## config.mk

```make
export PLATFORM = sky130hd
export DESIGN_NAME = pld_top
export DESIGN_NICKNAME = d
export VERILOG_FILES = /design/src/pld_pkg.sv /design/src/pld_top.sv
export SDC_FILE = /design/constraint.sdc
export NUM_CORES = 1
export LEC_CHECK = 0
export ABC_AREA = 1
export BUFFER_PORTS_ARGS = -buffer_cell sky130_fd_sc_hd__buf_2
export CAP_MARGIN = 10
export CORE_MARGIN = 4
export CORE_UTILIZATION = 50
export CTS_BUF_LIST = sky130_fd_sc_hd__clkbuf_8
export DETAILED_ROUTE_END_ITERATION = 10
export PLACE_DENSITY_LB_ADDON = 0.25
export SLEW_MARGIN = 20
export SYNTH_ARGS = -nofsm -noshare
export SYNTH_HDL_FRONTEND = slang
export SYNTH_SLANG_ARGS = --single-unit
```

## constraint.sdc

```tcl
create_clock -name i_clk -period 7.3 [get_ports i_clk]
set_input_delay 1.46 -clock i_clk [delete_from_list [all_inputs] [get_ports i_clk]]
set_output_delay 1.46 -clock i_clk [all_outputs]
set_load 0.05 [all_outputs]
```

## src/pld_pkg.sv

```systemverilog
// Summary of operation
// Chip enable low powers everything down.
// Enable high, bits clear: both sections up.
// Section bit set powers that section down.
// Auto power-up on RF divider write.
// Lock after five good reference cycles.
// Locked: drop on wider unlock threshold.
// RF thresholds 10 ns and 20 ns.
// IF thresholds 15 ns and 30 ns.
// Powered-down section shows lock low.
// Host sets quarter rate above 20 MHz.
// Quarter rate divides lock evaluation by four.
// Combined lock low if either unlocked.
// RF current sixteen steps, IF fixed.
// RF higher current while acquiring lock.
// Charge pump drives only during error.
// Host keeps RF comparison within limits.
// Four-bit select drives test pin.
// Thresholds counted in sampling clock cycles.
package pld_pkg;

    // ------------------------------------------------------------------
    // Timing
    // ------------------------------------------------------------------
    localparam int CLK_PERIOD_NS = 50;
    localparam int RF_ENTRY_NS = 10;
    localparam int RF_UNLOCK_NS = 20;
    localparam int IF_ENTRY_NS = 15;
    localparam int IF_UNLOCK_NS = 30;
    localparam int RF_ENTRY_CYC = (RF_ENTRY_NS + CLK_PERIOD_NS - 1) / CLK_PERIOD_NS;
    localparam int RF_UNLOCK_CYC = (RF_UNLOCK_NS + CLK_PERIOD_NS - 1) / CLK_PERIOD_NS;
    localparam int IF_ENTRY_CYC = (IF_ENTRY_NS + CLK_PERIOD_NS - 1) / CLK_PERIOD_NS;
    localparam int IF_UNLOCK_CYC = (IF_UNLOCK_NS + CLK_PERIOD_NS - 1) / CLK_PERIOD_NS;
    localparam logic [2:0] LOCK_GOOD_CYCLES = 3'h5;

    // ------------------------------------------------------------------
    // Register map (byte addresses)
    // ------------------------------------------------------------------
    localparam logic [7:0] ADDR_CTRL = 8'h00;
    localparam logic [7:0] ADDR_RF_CP = 8'h04;
    localparam logic [7:0] ADDR_RF_N = 8'h08;
    localparam logic [7:0] ADDR_THRESH = 8'h0c;
    localparam logic [7:0] ADDR_STATUS = 8'h10;
    localparam logic [7:0] ADDR_IRQ_STAT = 8'h14;
    localparam logic [7:0] ADDR_IRQ_MASK = 8'h18;

    // CTRL fields.
    localparam int CTRL_RF_SECTION_POWER_DOWN = 0;
    localparam int CTRL_IF_SECTION_POWER_DOWN = 1;
    localparam int CTRL_AUTO_POWER_UP_ON_DIVIDER_WRITE = 2;
    localparam int CTRL_QUARTER = 3;
    localparam int CTRL_FASTLOCK = 4;
    localparam int CTRL_SEL_LSB = 8;

    // Reset values.
    localparam logic [31:0] CTRL_RESET = 32'h0000_0000;
    localparam logic [7:0] RF_CP_RESET = 8'hf0;
    localparam logic [21:0] RF_N_RESET = 22'h00_0000;
    localparam logic [31:0] THRESH_RESET = {8'(IF_UNLOCK_CYC), 8'(IF_ENTRY_CYC),
                                            8'(RF_UNLOCK_CYC), 8'(RF_ENTRY_CYC)};

    // Interrupt status bits: RF gained, RF lost, IF gained, IF lost.
    localparam int IRQ_W = 4;

    // ------------------------------------------------------------------
    // Types
    // ------------------------------------------------------------------
    typedef enum logic [3:0] {
        SEL_LOW = 4'h0,
        SEL_HIGH = 4'h1,
        SEL_RF_LOCK = 4'h2,
        SEL_IF_LOCK = 4'h3,
        SEL_BOTH_LOCK = 4'h4,
        SEL_IF_N_HALF = 4'hd,
        SEL_RF_N_HALF = 4'hf
    } pld_sel_t;

    typedef struct packed {
        logic [7:0] entry;
        logic [7:0] unlock;
    } pld_thresh_t;

    typedef struct packed {
        logic up;
        logic down;
        logic ref_clk;
        logic feedback;
    } pld_pins_t;

endpackage : pld_pkg

```

## src/pld_top.sv

```systemverilog
`timescale 1ns/100ps
`default_nettype none
module pld_top #(
    parameter int CNT_W = 8
) (
    input wire logic i_clk,
    input wire logic i_rst,
    input wire logic i_chip_enable,
    input wire logic [1:0] i_pd_up,
    input wire logic [1:0] i_pd_down,
    input wire logic [1:0] i_ref_clk,
    input wire logic i_rf_feedback_input,
    input wire logic i_if_feedback_input,
    input wire logic [7:0] i_addr,
    input wire logic [31:0] i_wdata,
    input wire logic i_wr,
    input wire logic i_rd,
    output logic [31:0] o_rdata,
    output logic o_irq,
    output logic o_rf_powered,
    output logic o_if_powered,
    output logic [1:0] o_lock,
    output logic [3:0] o_rf_cp_current,
    output logic [1:0] o_cp_up_drive,
    output logic [1:0] o_cp_down_drive,
    output logic [1:0] o_cp_oe,
    output logic o_test_lock_output_pin
);

    // ------------------------------------------------------------------
    // Pin synchronisers
    // ------------------------------------------------------------------
    pld_pkg::pld_pins_t [1:0] pins;
    pld_pkg::pld_pins_t [1:0] pins_s1_r;
    pld_pkg::pld_pins_t [1:0] pins_s2_r;
    pld_pkg::pld_pins_t [1:0] pins_s3_r;
    logic ce_s1_r;
    logic ce_s2_r;

    always_comb begin
        pins[0] = '{up: i_pd_up[0], down: i_pd_down[0], ref_clk: i_ref_clk[0],
                    feedback: i_rf_feedback_input};
        pins[1] = '{up: i_pd_up[1], down: i_pd_down[1], ref_clk: i_ref_clk[1],
                    feedback: i_if_feedback_input};
    end

    always_ff @(posedge i_clk or posedge i_rst) begin
        if (i_rst) begin
            pins_s1_r <= '0;
            pins_s2_r <= '0;
            pins_s3_r <= '0;
            ce_s1_r <= 1'b0;
            ce_s2_r <= 1'b0;
        end else begin
            pins_s1_r <= pins;
            pins_s2_r <= pins_s1_r;
            pins_s3_r <= pins_s2_r;
            ce_s1_r <= i_chip_enable;
            ce_s2_r <= ce_s1_r;
        end
    end

    // ------------------------------------------------------------------
    // Registers
    // ------------------------------------------------------------------
    logic [31:0] ctrl_r;
    logic [7:0] rf_cp_r;
    logic [21:0] rf_n_r;
    logic [31:0] thresh_r;
    logic [pld_pkg::IRQ_W-1:0] irq_stat_r;
    logic [pld_pkg::IRQ_W-1:0] irq_mask_r;
    logic [pld_pkg::IRQ_W-1:0] irq_event;
    logic [1:0] lock_r;
    logic [1:0] sec_pd;
    logic [1:0] sec_on;
    logic [31:0] rdata_nxt;
    logic wr_ctrl;
    logic wr_rf_n;

    assign wr_ctrl = i_wr && (i_addr == pld_pkg::ADDR_CTRL);
    assign wr_rf_n = i_wr && (i_addr == pld_pkg::ADDR_RF_N);

    always_ff @(posedge i_clk or posedge i_rst) begin
        if (i_rst) begin
            ctrl_r <= pld_pkg::CTRL_RESET;
        end else begin
            if (wr_ctrl) begin
                ctrl_r <= i_wdata;
            end
            // auto power-up clears
            if (wr_rf_n && ce_s2_r && (wr_ctrl ? i_wdata[pld_pkg::CTRL_AUTO_POWER_UP_ON_DIVIDER_WRITE]
                                                     : ctrl_r[pld_pkg::CTRL_AUTO_POWER_UP_ON_DIVIDER_WRITE])) begin
                ctrl_r[pld_pkg::CTRL_RF_SECTION_POWER_DOWN] <= 1'b0;
            end
        end
    end

    always_ff @(posedge i_clk or posedge i_rst) begin
        if (i_rst) begin
            rf_cp_r <= pld_pkg::RF_CP_RESET;
            rf_n_r <= pld_pkg::RF_N_RESET;
            thresh_r <= pld_pkg::THRESH_RESET;
            irq_mask_r <= '0;
        end else if (i_wr) begin
            case (i_addr)
                pld_pkg::ADDR_RF_CP: rf_cp_r <= i_wdata[7:0];
                pld_pkg::ADDR_RF_N: rf_n_r <= i_wdata[21:0];
                pld_pkg::ADDR_THRESH: thresh_r <= i_wdata;
                pld_pkg::ADDR_IRQ_MASK: irq_mask_r <= i_wdata[pld_pkg::IRQ_W-1:0];
                default: ;
            endcase
        end
    end

    // A new event in the same cycle as its clear is kept.
    always_ff @(posedge i_clk or posedge i_rst) begin
        if (i_rst) begin
            irq_stat_r <= '0;
        end else if (i_wr && (i_addr == pld_pkg::ADDR_IRQ_STAT)) begin
            irq_stat_r <= (irq_stat_r & ~i_wdata[pld_pkg::IRQ_W-1:0]) | irq_event;
        end else begin
            irq_stat_r <= irq_stat_r | irq_event;
        end
    end

    assign o_irq = |(irq_stat_r & irq_mask_r);

    always_comb begin
        rdata_nxt = 32'h0000_0000;
        case (i_addr)
            pld_pkg::ADDR_CTRL: rdata_nxt = ctrl_r;
            pld_pkg::ADDR_RF_CP: rdata_nxt = {24'h00_0000, rf_cp_r};
            pld_pkg::ADDR_RF_N: rdata_nxt = {10'h000, rf_n_r};
            pld_pkg::ADDR_THRESH: rdata_nxt = thresh_r;
            pld_pkg::ADDR_STATUS: rdata_nxt = {27'h000_0000, ce_s2_r, sec_on, lock_r};
            pld_pkg::ADDR_IRQ_STAT: rdata_nxt = {28'h000_0000, irq_stat_r};
            pld_pkg::ADDR_IRQ_MASK: rdata_nxt = {28'h000_0000, irq_mask_r};
            default: rdata_nxt = 32'h0000_0000;
        endcase
    end

    always_ff @(posedge i_clk or posedge i_rst) begin
        if (i_rst) begin
            o_rdata <= 32'h0000_0000;
        end else begin
            o_rdata <= i_rd ? rdata_nxt : 32'h0000_0000;
        end
    end

    // ------------------------------------------------------------------
    // Power control
    // ------------------------------------------------------------------
    assign sec_pd = {ctrl_r[pld_pkg::CTRL_IF_SECTION_POWER_DOWN], ctrl_r[pld_pkg::CTRL_RF_SECTION_POWER_DOWN]};

    // pin gates asynchronously
    // The pin is used raw here so power-down does not wait for a clock.
    assign o_rf_powered = i_chip_enable && !sec_pd[0];
    assign o_if_powered = i_chip_enable && !sec_pd[1];

    // Internal logic sees the synchronised enable.
    assign sec_on = {ce_s2_r && !sec_pd[1], ce_s2_r && !sec_pd[0]};

    // ------------------------------------------------------------------
    // Lock detectors, one per section (0 = RF, 1 = IF)
    // ------------------------------------------------------------------
    pld_pkg::pld_thresh_t [1:0] thr;
    logic [1:0] half_r;

    assign thr[0] = '{entry: thresh_r[7:0], unlock: thresh_r[15:8]};
    assign thr[1] = '{entry: thresh_r[23:16], unlock: thresh_r[31:24]};

    for (genvar g = 0; g < 2; g++) begin : g_sec
        logic err;
        logic ref_edge;
        logic fb_edge;
        logic eval_cyc;
        logic eval_next;
        logic [1:0] quarter_r;
        logic [CNT_W-1:0] width_r;
        logic [2:0] good_r;
        logic lock_nxt;
        logic [2:0] good_nxt;

        assign err = pins_s2_r[g].up || pins_s2_r[g].down;
        assign ref_edge = pins_s2_r[g].ref_clk && !pins_s3_r[g].ref_clk;
        assign fb_edge = pins_s2_r[g].feedback && !pins_s3_r[g].feedback;
        // one cycle in four
        assign eval_cyc = !ctrl_r[pld_pkg::CTRL_QUARTER] || (quarter_r == 2'h3);
        assign eval_next = !ctrl_r[pld_pkg::CTRL_QUARTER] || (quarter_r == 2'h2);

        always_ff @(posedge i_clk or posedge i_rst) begin
            if (i_rst) begin
                quarter_r <= 2'h0;
            end else if (ref_edge) begin
                quarter_r <= quarter_r + 2'h1;
            end
        end

        // error width in cycles
        always_ff @(posedge i_clk or posedge i_rst) begin
            if (i_rst) begin
                width_r <= '0;
            end else if (ref_edge) begin
                // A pump pulse opens on the reference edge, so its first cycle starts
                // the new count; dropping it would let a one-cycle error pass as zero.
                width_r <= CNT_W'(err && eval_next);
            end else if (err && eval_cyc && !(&width_r)) begin
                width_r <= width_r + 1'b1;
            end
        end

        always_comb begin
            lock_nxt = lock_r[g];
            good_nxt = good_r;
            if (!sec_on[g]) begin
                // powered down unlocks
                lock_nxt = 1'b0;
                good_nxt = 3'h0;
            end else if (lock_r[g]) begin
                // wide unlock limit
                if (width_r > thr[g].unlock) begin
                    lock_nxt = 1'b0;
                    good_nxt = 3'h0;
                end
            end else if (ref_edge && eval_cyc) begin
                // five good cycles
                if (width_r < thr[g].entry) begin
                    good_nxt = good_r + 3'h1;
                    lock_nxt = (good_nxt == pld_pkg::LOCK_GOOD_CYCLES);
                end else begin
                    good_nxt = 3'h0;
                end
            end
        end

        always_ff @(posedge i_clk or posedge i_rst) begin
            if (i_rst) begin
                lock_r[g] <= 1'b0;
                good_r <= 3'h0;
            end else begin
                lock_r[g] <= lock_nxt;
                good_r <= lock_nxt ? 3'h0 : good_nxt;
            end
        end

        assign irq_event[2*g] = lock_nxt && !lock_r[g];
        assign irq_event[2*g+1] = !lock_nxt && lock_r[g];

        // Divide-by-two of the feedback counter gives a 50% duty test signal.
        always_ff @(posedge i_clk or posedge i_rst) begin
            if (i_rst) begin
                half_r[g] <= 1'b0;
            end else if (fb_edge) begin
                half_r[g] <= !half_r[g];
            end
        end

        // drive only during pulse
        always_ff @(posedge i_clk or posedge i_rst) begin
            if (i_rst) begin
                o_cp_up_drive[g] <= 1'b0;
                o_cp_down_drive[g] <= 1'b0;
                o_cp_oe[g] <= 1'b0;
            end else begin
                o_cp_up_drive[g] <= sec_on[g] && pins_s2_r[g].up;
                o_cp_down_drive[g] <= sec_on[g] && pins_s2_r[g].down;
                o_cp_oe[g] <= sec_on[g] && err;
            end
        end
    end

    assign o_lock = lock_r;

    // ------------------------------------------------------------------
    // RF charge pump current
    // ------------------------------------------------------------------
    // fast until locked
    // The IF pump has no current setting at all; its magnitude is fixed.
    always_ff @(posedge i_clk or posedge i_rst) begin
        if (i_rst) begin
            o_rf_cp_current <= 4'h0;
        end else if (ctrl_r[pld_pkg::CTRL_FASTLOCK] && !lock_r[0]) begin
            o_rf_cp_current <= rf_cp_r[7:4];
        end else begin
            o_rf_cp_current <= rf_cp_r[3:0];
        end
    end

    // ------------------------------------------------------------------
    // Test / lock output
    // ------------------------------------------------------------------
    pld_pkg::pld_sel_t sel;

    assign sel = pld_pkg::pld_sel_t'(ctrl_r[pld_pkg::CTRL_SEL_LSB +: 4]);

    // output select
    always_ff @(posedge i_clk or posedge i_rst) begin
        if (i_rst) begin
            o_test_lock_output_pin <= 1'b0;
        end else begin
            case (sel)
                pld_pkg::SEL_HIGH: o_test_lock_output_pin <= 1'b1;
                pld_pkg::SEL_RF_LOCK: o_test_lock_output_pin <= lock_r[0];
                pld_pkg::SEL_IF_LOCK: o_test_lock_output_pin <= lock_r[1];
                // both must be locked
                pld_pkg::SEL_BOTH_LOCK: o_test_lock_output_pin <= &lock_r;
                pld_pkg::SEL_RF_N_HALF: o_test_lock_output_pin <= half_r[0];
                pld_pkg::SEL_IF_N_HALF: o_test_lock_output_pin <= half_r[1];
                default: o_test_lock_output_pin <= 1'b0;
            endcase
        end
    end

endmodule : pld_top
`default_nettype wire

```

# Word-level counts from Yosys, hierarchy flattened
# Index checks and enable logic that the tools add are counted.
# word_totals
latchBits	0
mem_bits_ro	0
in_bits	53
register_bits	197
mem_count	0
output_inout_bits	48
ramBits	0
wordCells	186
# classes
n_eq_ne	22
n_lt_le_gt_ge	4
bitwise_logic	5
div	0
n_addsub	6
reduce_logical	67
multipliers	0
shift	0
muxes	34
# op_table
cell	n
32-bit one-hot mux with 7 select lines	1
3-bit 2-to-1 mux	12
1-bit logical AND	32
32-bit 2-to-1 mux	1
8-bit 2-to-1 mux	4
8-bit by 5-bit == test with 1-bit output (second input constant)	3
8-bit by 1-bit adder with 8-bit output (second input constant)	2
8-bit by 4-bit == test with 1-bit output (second input constant)	2
8-bit greater-than comparator	2
8-bit < comparator	2
4-bit by 2-bit != test with 1-bit output (second input constant)	4
8-bit AND reduction	2
1-bit zero test	15
2-bit AND reduction	7
1-bit 2-to-1 mux	13
4-bit AND	2
2-bit == test (second input constant)	4
4-bit by 2-bit == test with 1-bit output (second input constant)	2
4-bit == test (second input constant)	2
8-bit by 3-bit == test with 1-bit output (second input constant)	1
8-bit zero test	1
4-bit 2-to-1 mux	2
4-bit bitwise OR	2
3-bit by 1-bit adder with 3-bit output (second input constant)	2
other kinds (9)	18

# Depth between registers and ports, before layout
# logic_depth
word_depth	10
mapped_depth	15
mapped_depth_nobuf	15

# Least setup slack after synthesis
# OpenSTA, ideal clock, no wires.
# synth_timing
path_type	input to output
startpoint	input port i_chip_enable
endpoint	output port o_if_powered
path_buffers	0
setup_slack_ns	3.703
t_arrival_ns	2.137
t_required_ns	5.840
stages	2
cell_sequence	inv_1 nor2_1
# synth_via
elab_chain_len	1
# synth_lines
element	line	text
from (decl)	pld_top.sv:8	input wire logic i_chip_enable,
1-bit logical AND	pld_top.sv:158	assign o_if_powered = i_chip_enable && !sec_pd[1];
to (decl)	pld_top.sv:21	output logic o_if_powered,
# No other way between the ends.

# Final worst setup path
# Same ends and word-level chain as after synthesis.

==> results.toml <==
[routing]
drcViolationCount = 0
first_iter_violations = 429
drt-wirelength-per-cell_um = 15.1
post_drt_via_cell_ratio = 5.07
wl_mm = 20.7
antenna_left = 0
drt_pass1_iterations = 6
vias = 6963

[timing]
maxSlewViolCount = 0
rsz0062_at_grt = "false"
timing.fmax_mhz = 296
fin_crit_sh = 0.463
finalCriticalPeriod_ps = 3380
fin_worst_skew_ps = 12.6
setup_ws_ps = 3920
tightest_slew_ps = 1040
setup_violations = 0
final.setup.tns_ps = 0
max_slew_margin = 0.310
finalHoldViolCount = 0
hold_slack_ps = 346

[floorplan]
fp-row-count = 49
start_util = 0.511
coreArea_um2 = 18000
die_w_um = 144
die-area_um2 = 20600
io-pin-count = 101
die_h_um = 144

[finish]
regArea_um2 = 4940
area_growth_pct = 10.8
fill_cells = 1678
final_layout_size_suffix_gt1_frac = 0.170
antenna_cells = 0
finalNetCount = 1224
multi_input_area_um2 = 3430
final_util = 0.566

[synth]
synthFlopType = "dfrtp_1"
synth_top_area_share = 0.514
ys_warn_count = 0
synth_cell_types = 43
synth_commonest_cells = "271 x nand2_1, 189 x dfrtp_1, 163 x inv_1"
syn_area_per_cell_um2 = 8.89
synth_seq_cells = 197
async_flop_share = 1.00
synth_nets = 1129
synth_area_leaders = "dfrtp_1 51%, nand2_1 11%, inv_1 6.6%, ha_1 5.4%, o21ai_0 3.2%"
synth_area_leader_cell = "dfrtp_1"
syn_area_um2 = 9210
seq_area_frac_synth = 0.537
synth_edf_count = 0
synthCells = 1036
yosysMostFrequentCell = "nand2_1"

[pwr]
power_density_nw_per_um2 = 220
seqPwrFrac = 0.542
combinationalPowerShare = 0.152
p_switching_uw = 689
leakage_uw = 0.00526
peakVddDrop_v = 0.000153
clockPowerShare = 0.306
p_int_uw = 1560
p_sw_frac = 0.306

[clocking]
cts.path.max_buffers = 2
htreeDepth = 4
postCtsSetupRepairBufs = 0
holdBufCountCts = 0
cts-resized-gates = 0
cts-root-buf = "clkbuf_8"
cts_sinks = 197
clkSlewWorstSetupHoldPaths_ps = 100
cts_inserted_buffers = 17
cts_tree = "built"
clk_latency_ps = 480

[grt]
grt_pass1_vias = 6701
antenna_found_initial = 0
grt_max_degree = 145
grt_pass1_wl_mm = 34.1
gr-total-overflow = 0
gr-usage-all-layers = 0.212

[worst_setup_path]
cp_cell_sequence = "buf_2, inv_1, nor2_1, buf_2"
cp.arrival_ps = 1920
cpMostUsedCell = "buf_2"
worstSetupStartpointType = "input pin"
crit_type = "input pin to primary output"
critPathMaxStageDelay_ps = 260
worstSetupEndpointType = "primary output"
slowest_stage = "buf_2"
critPathMaxFanout = 2
cp_data_required_time_ps = 5840

[placement]
dpl.hpwl_mm = 14.6
gp_congestion = 0.847
io_buffers = 100
dp_slack_ps = 3700

[run]
max_cap_violations = 0

[outcome]
outcome = "finished, final reports clean"

[hold_path]
hold_path.class = "flop to flop"
-- sequential cells by signal (all words and copies together), names as in the netlist --
register,flops
pins_s1_r,8
ctrl_r,32
o_test_lock_output_pin,1
o_cp_oe,2
irq_mask_r,4
o_cp_down_drive,2
rf_n_r,22
irq_stat_r,4
o_cp_up_drive,2
g_sec.quarter_r,4
g_sec.width_r,16
ce_s1_r,1
ce_s2_r,1
o_rf_cp_current,4
pins_s3_r,4
thresh_r,32
half_r,2
o_lock,2
o_rdata,32
g_sec.good_r,6
rf_cp_r,8
pins_s2_r,8
-- worst max-delay path: cells and delay by family --
family	cells	cell delay, ps
buffers and inverters	3	380
and+or+nand+nor	1	70
-- cell families (layout without fill, tap and decap cells) --
group | after synthesis | count (layout) | share of synthesized area
simple gates | 380 | 380 | 0.170
compound gates | 218 | 218 | 0.141
flops | 197 | 197 | 0.537
fa+ha+maj | 40 | 40 | 0.0544
xor+xnor | 7 | 7 | 0.00666
buf+inv | 194 | 302 | 0.0908
-- per-layer routing --
layer	part of all wire	track usage	vias to the layer above	wire length, um
met1	0.46	0.291	3290	9510
met4	0.021	0.0664	0	440
li1	-	-	3493	-
met3	0.050	0.0439	29	1040
met2	0.47	0.342	151	9740
met5	0	0	-	0
-- power by group through the flow --
stage,Combinational [uW],Sequential (uW),Clock (uW)
global placement,334,1240,0
global route,401,1230,751
CTS,348,1220,703
floorplan,245,1230,0
detailed placement,345,1240,0
finish,341,1220,687
-- layout make-up --
class | count | share of cell area
sequential | 197 | 0.484
inverter | 168 | 0.0628
multi-input combinational | 645 | 0.336
timing repair buffer | 102 | 0.0506
clock buffer | 20 | 0.0270
tap | 229 | 0.0281
clock inverter | 12 | 0.0107
-- stage by stage --
stage / std cells / total power (uW) / instance area, um^2
floorplan: 1036 / 1480 / 9210
finish: 1373 / 2250 / 10200
global route: 1373 / 2380 / 10200
global placement: 1341 / 1570 / 9810
CTS: 1373 / 2270 / 10200
detailed placement: 1341 / 1590 / 9810
-- final timing paths --
check | end | depth (start not counted) | slack [ps] | from
min in group asynchronous | o_rdata[15] | 2 | 1120 | i_rst
max in group asynchronous | thresh_r[29] | 3 | 4950 | i_rst
setup reg to reg | g_sec[1].width_r[7] | 8 | 5530 | ctrl_r[3]
setup / recovery | o_if_powered | 4 | 3920 | i_chip_enable
hold reg to reg | pins_s2_r[5] | 0 | 350 | pins_s1_r[5]
hold / removal | pins_s2_r[5] | 0 | 350 | pins_s1_r[5]
-- cells in the final DEF (no fill, tap or decap), types with 3 or more instances in the layout --
master    synthesis  routed
dfstp_2           8       8
o211ai_1         12      12
ha_1             40      40
o21ai_2          32      32
nand2_1         271     271
dfrtp_1         189     189
xor2_1            6       6
nand4_1           8       8
nand2_2           5       5
o21ai_0          58      58
clkinv_4          0       4
o21ai_1          47      47
nor3_1            9       9
buf_2             9     100
nor2_1           53      53
inv_1           163     162
nand3_1          21      21
inv_6             0       5
inv_8             0       3
o22ai_1           9       9
a21oi_1          46      46
o21a_1            3       3
nand2_4           3       3
clkbuf_8          0      20
nor2_2            3       3
Power figures use the tool's default switching activity.
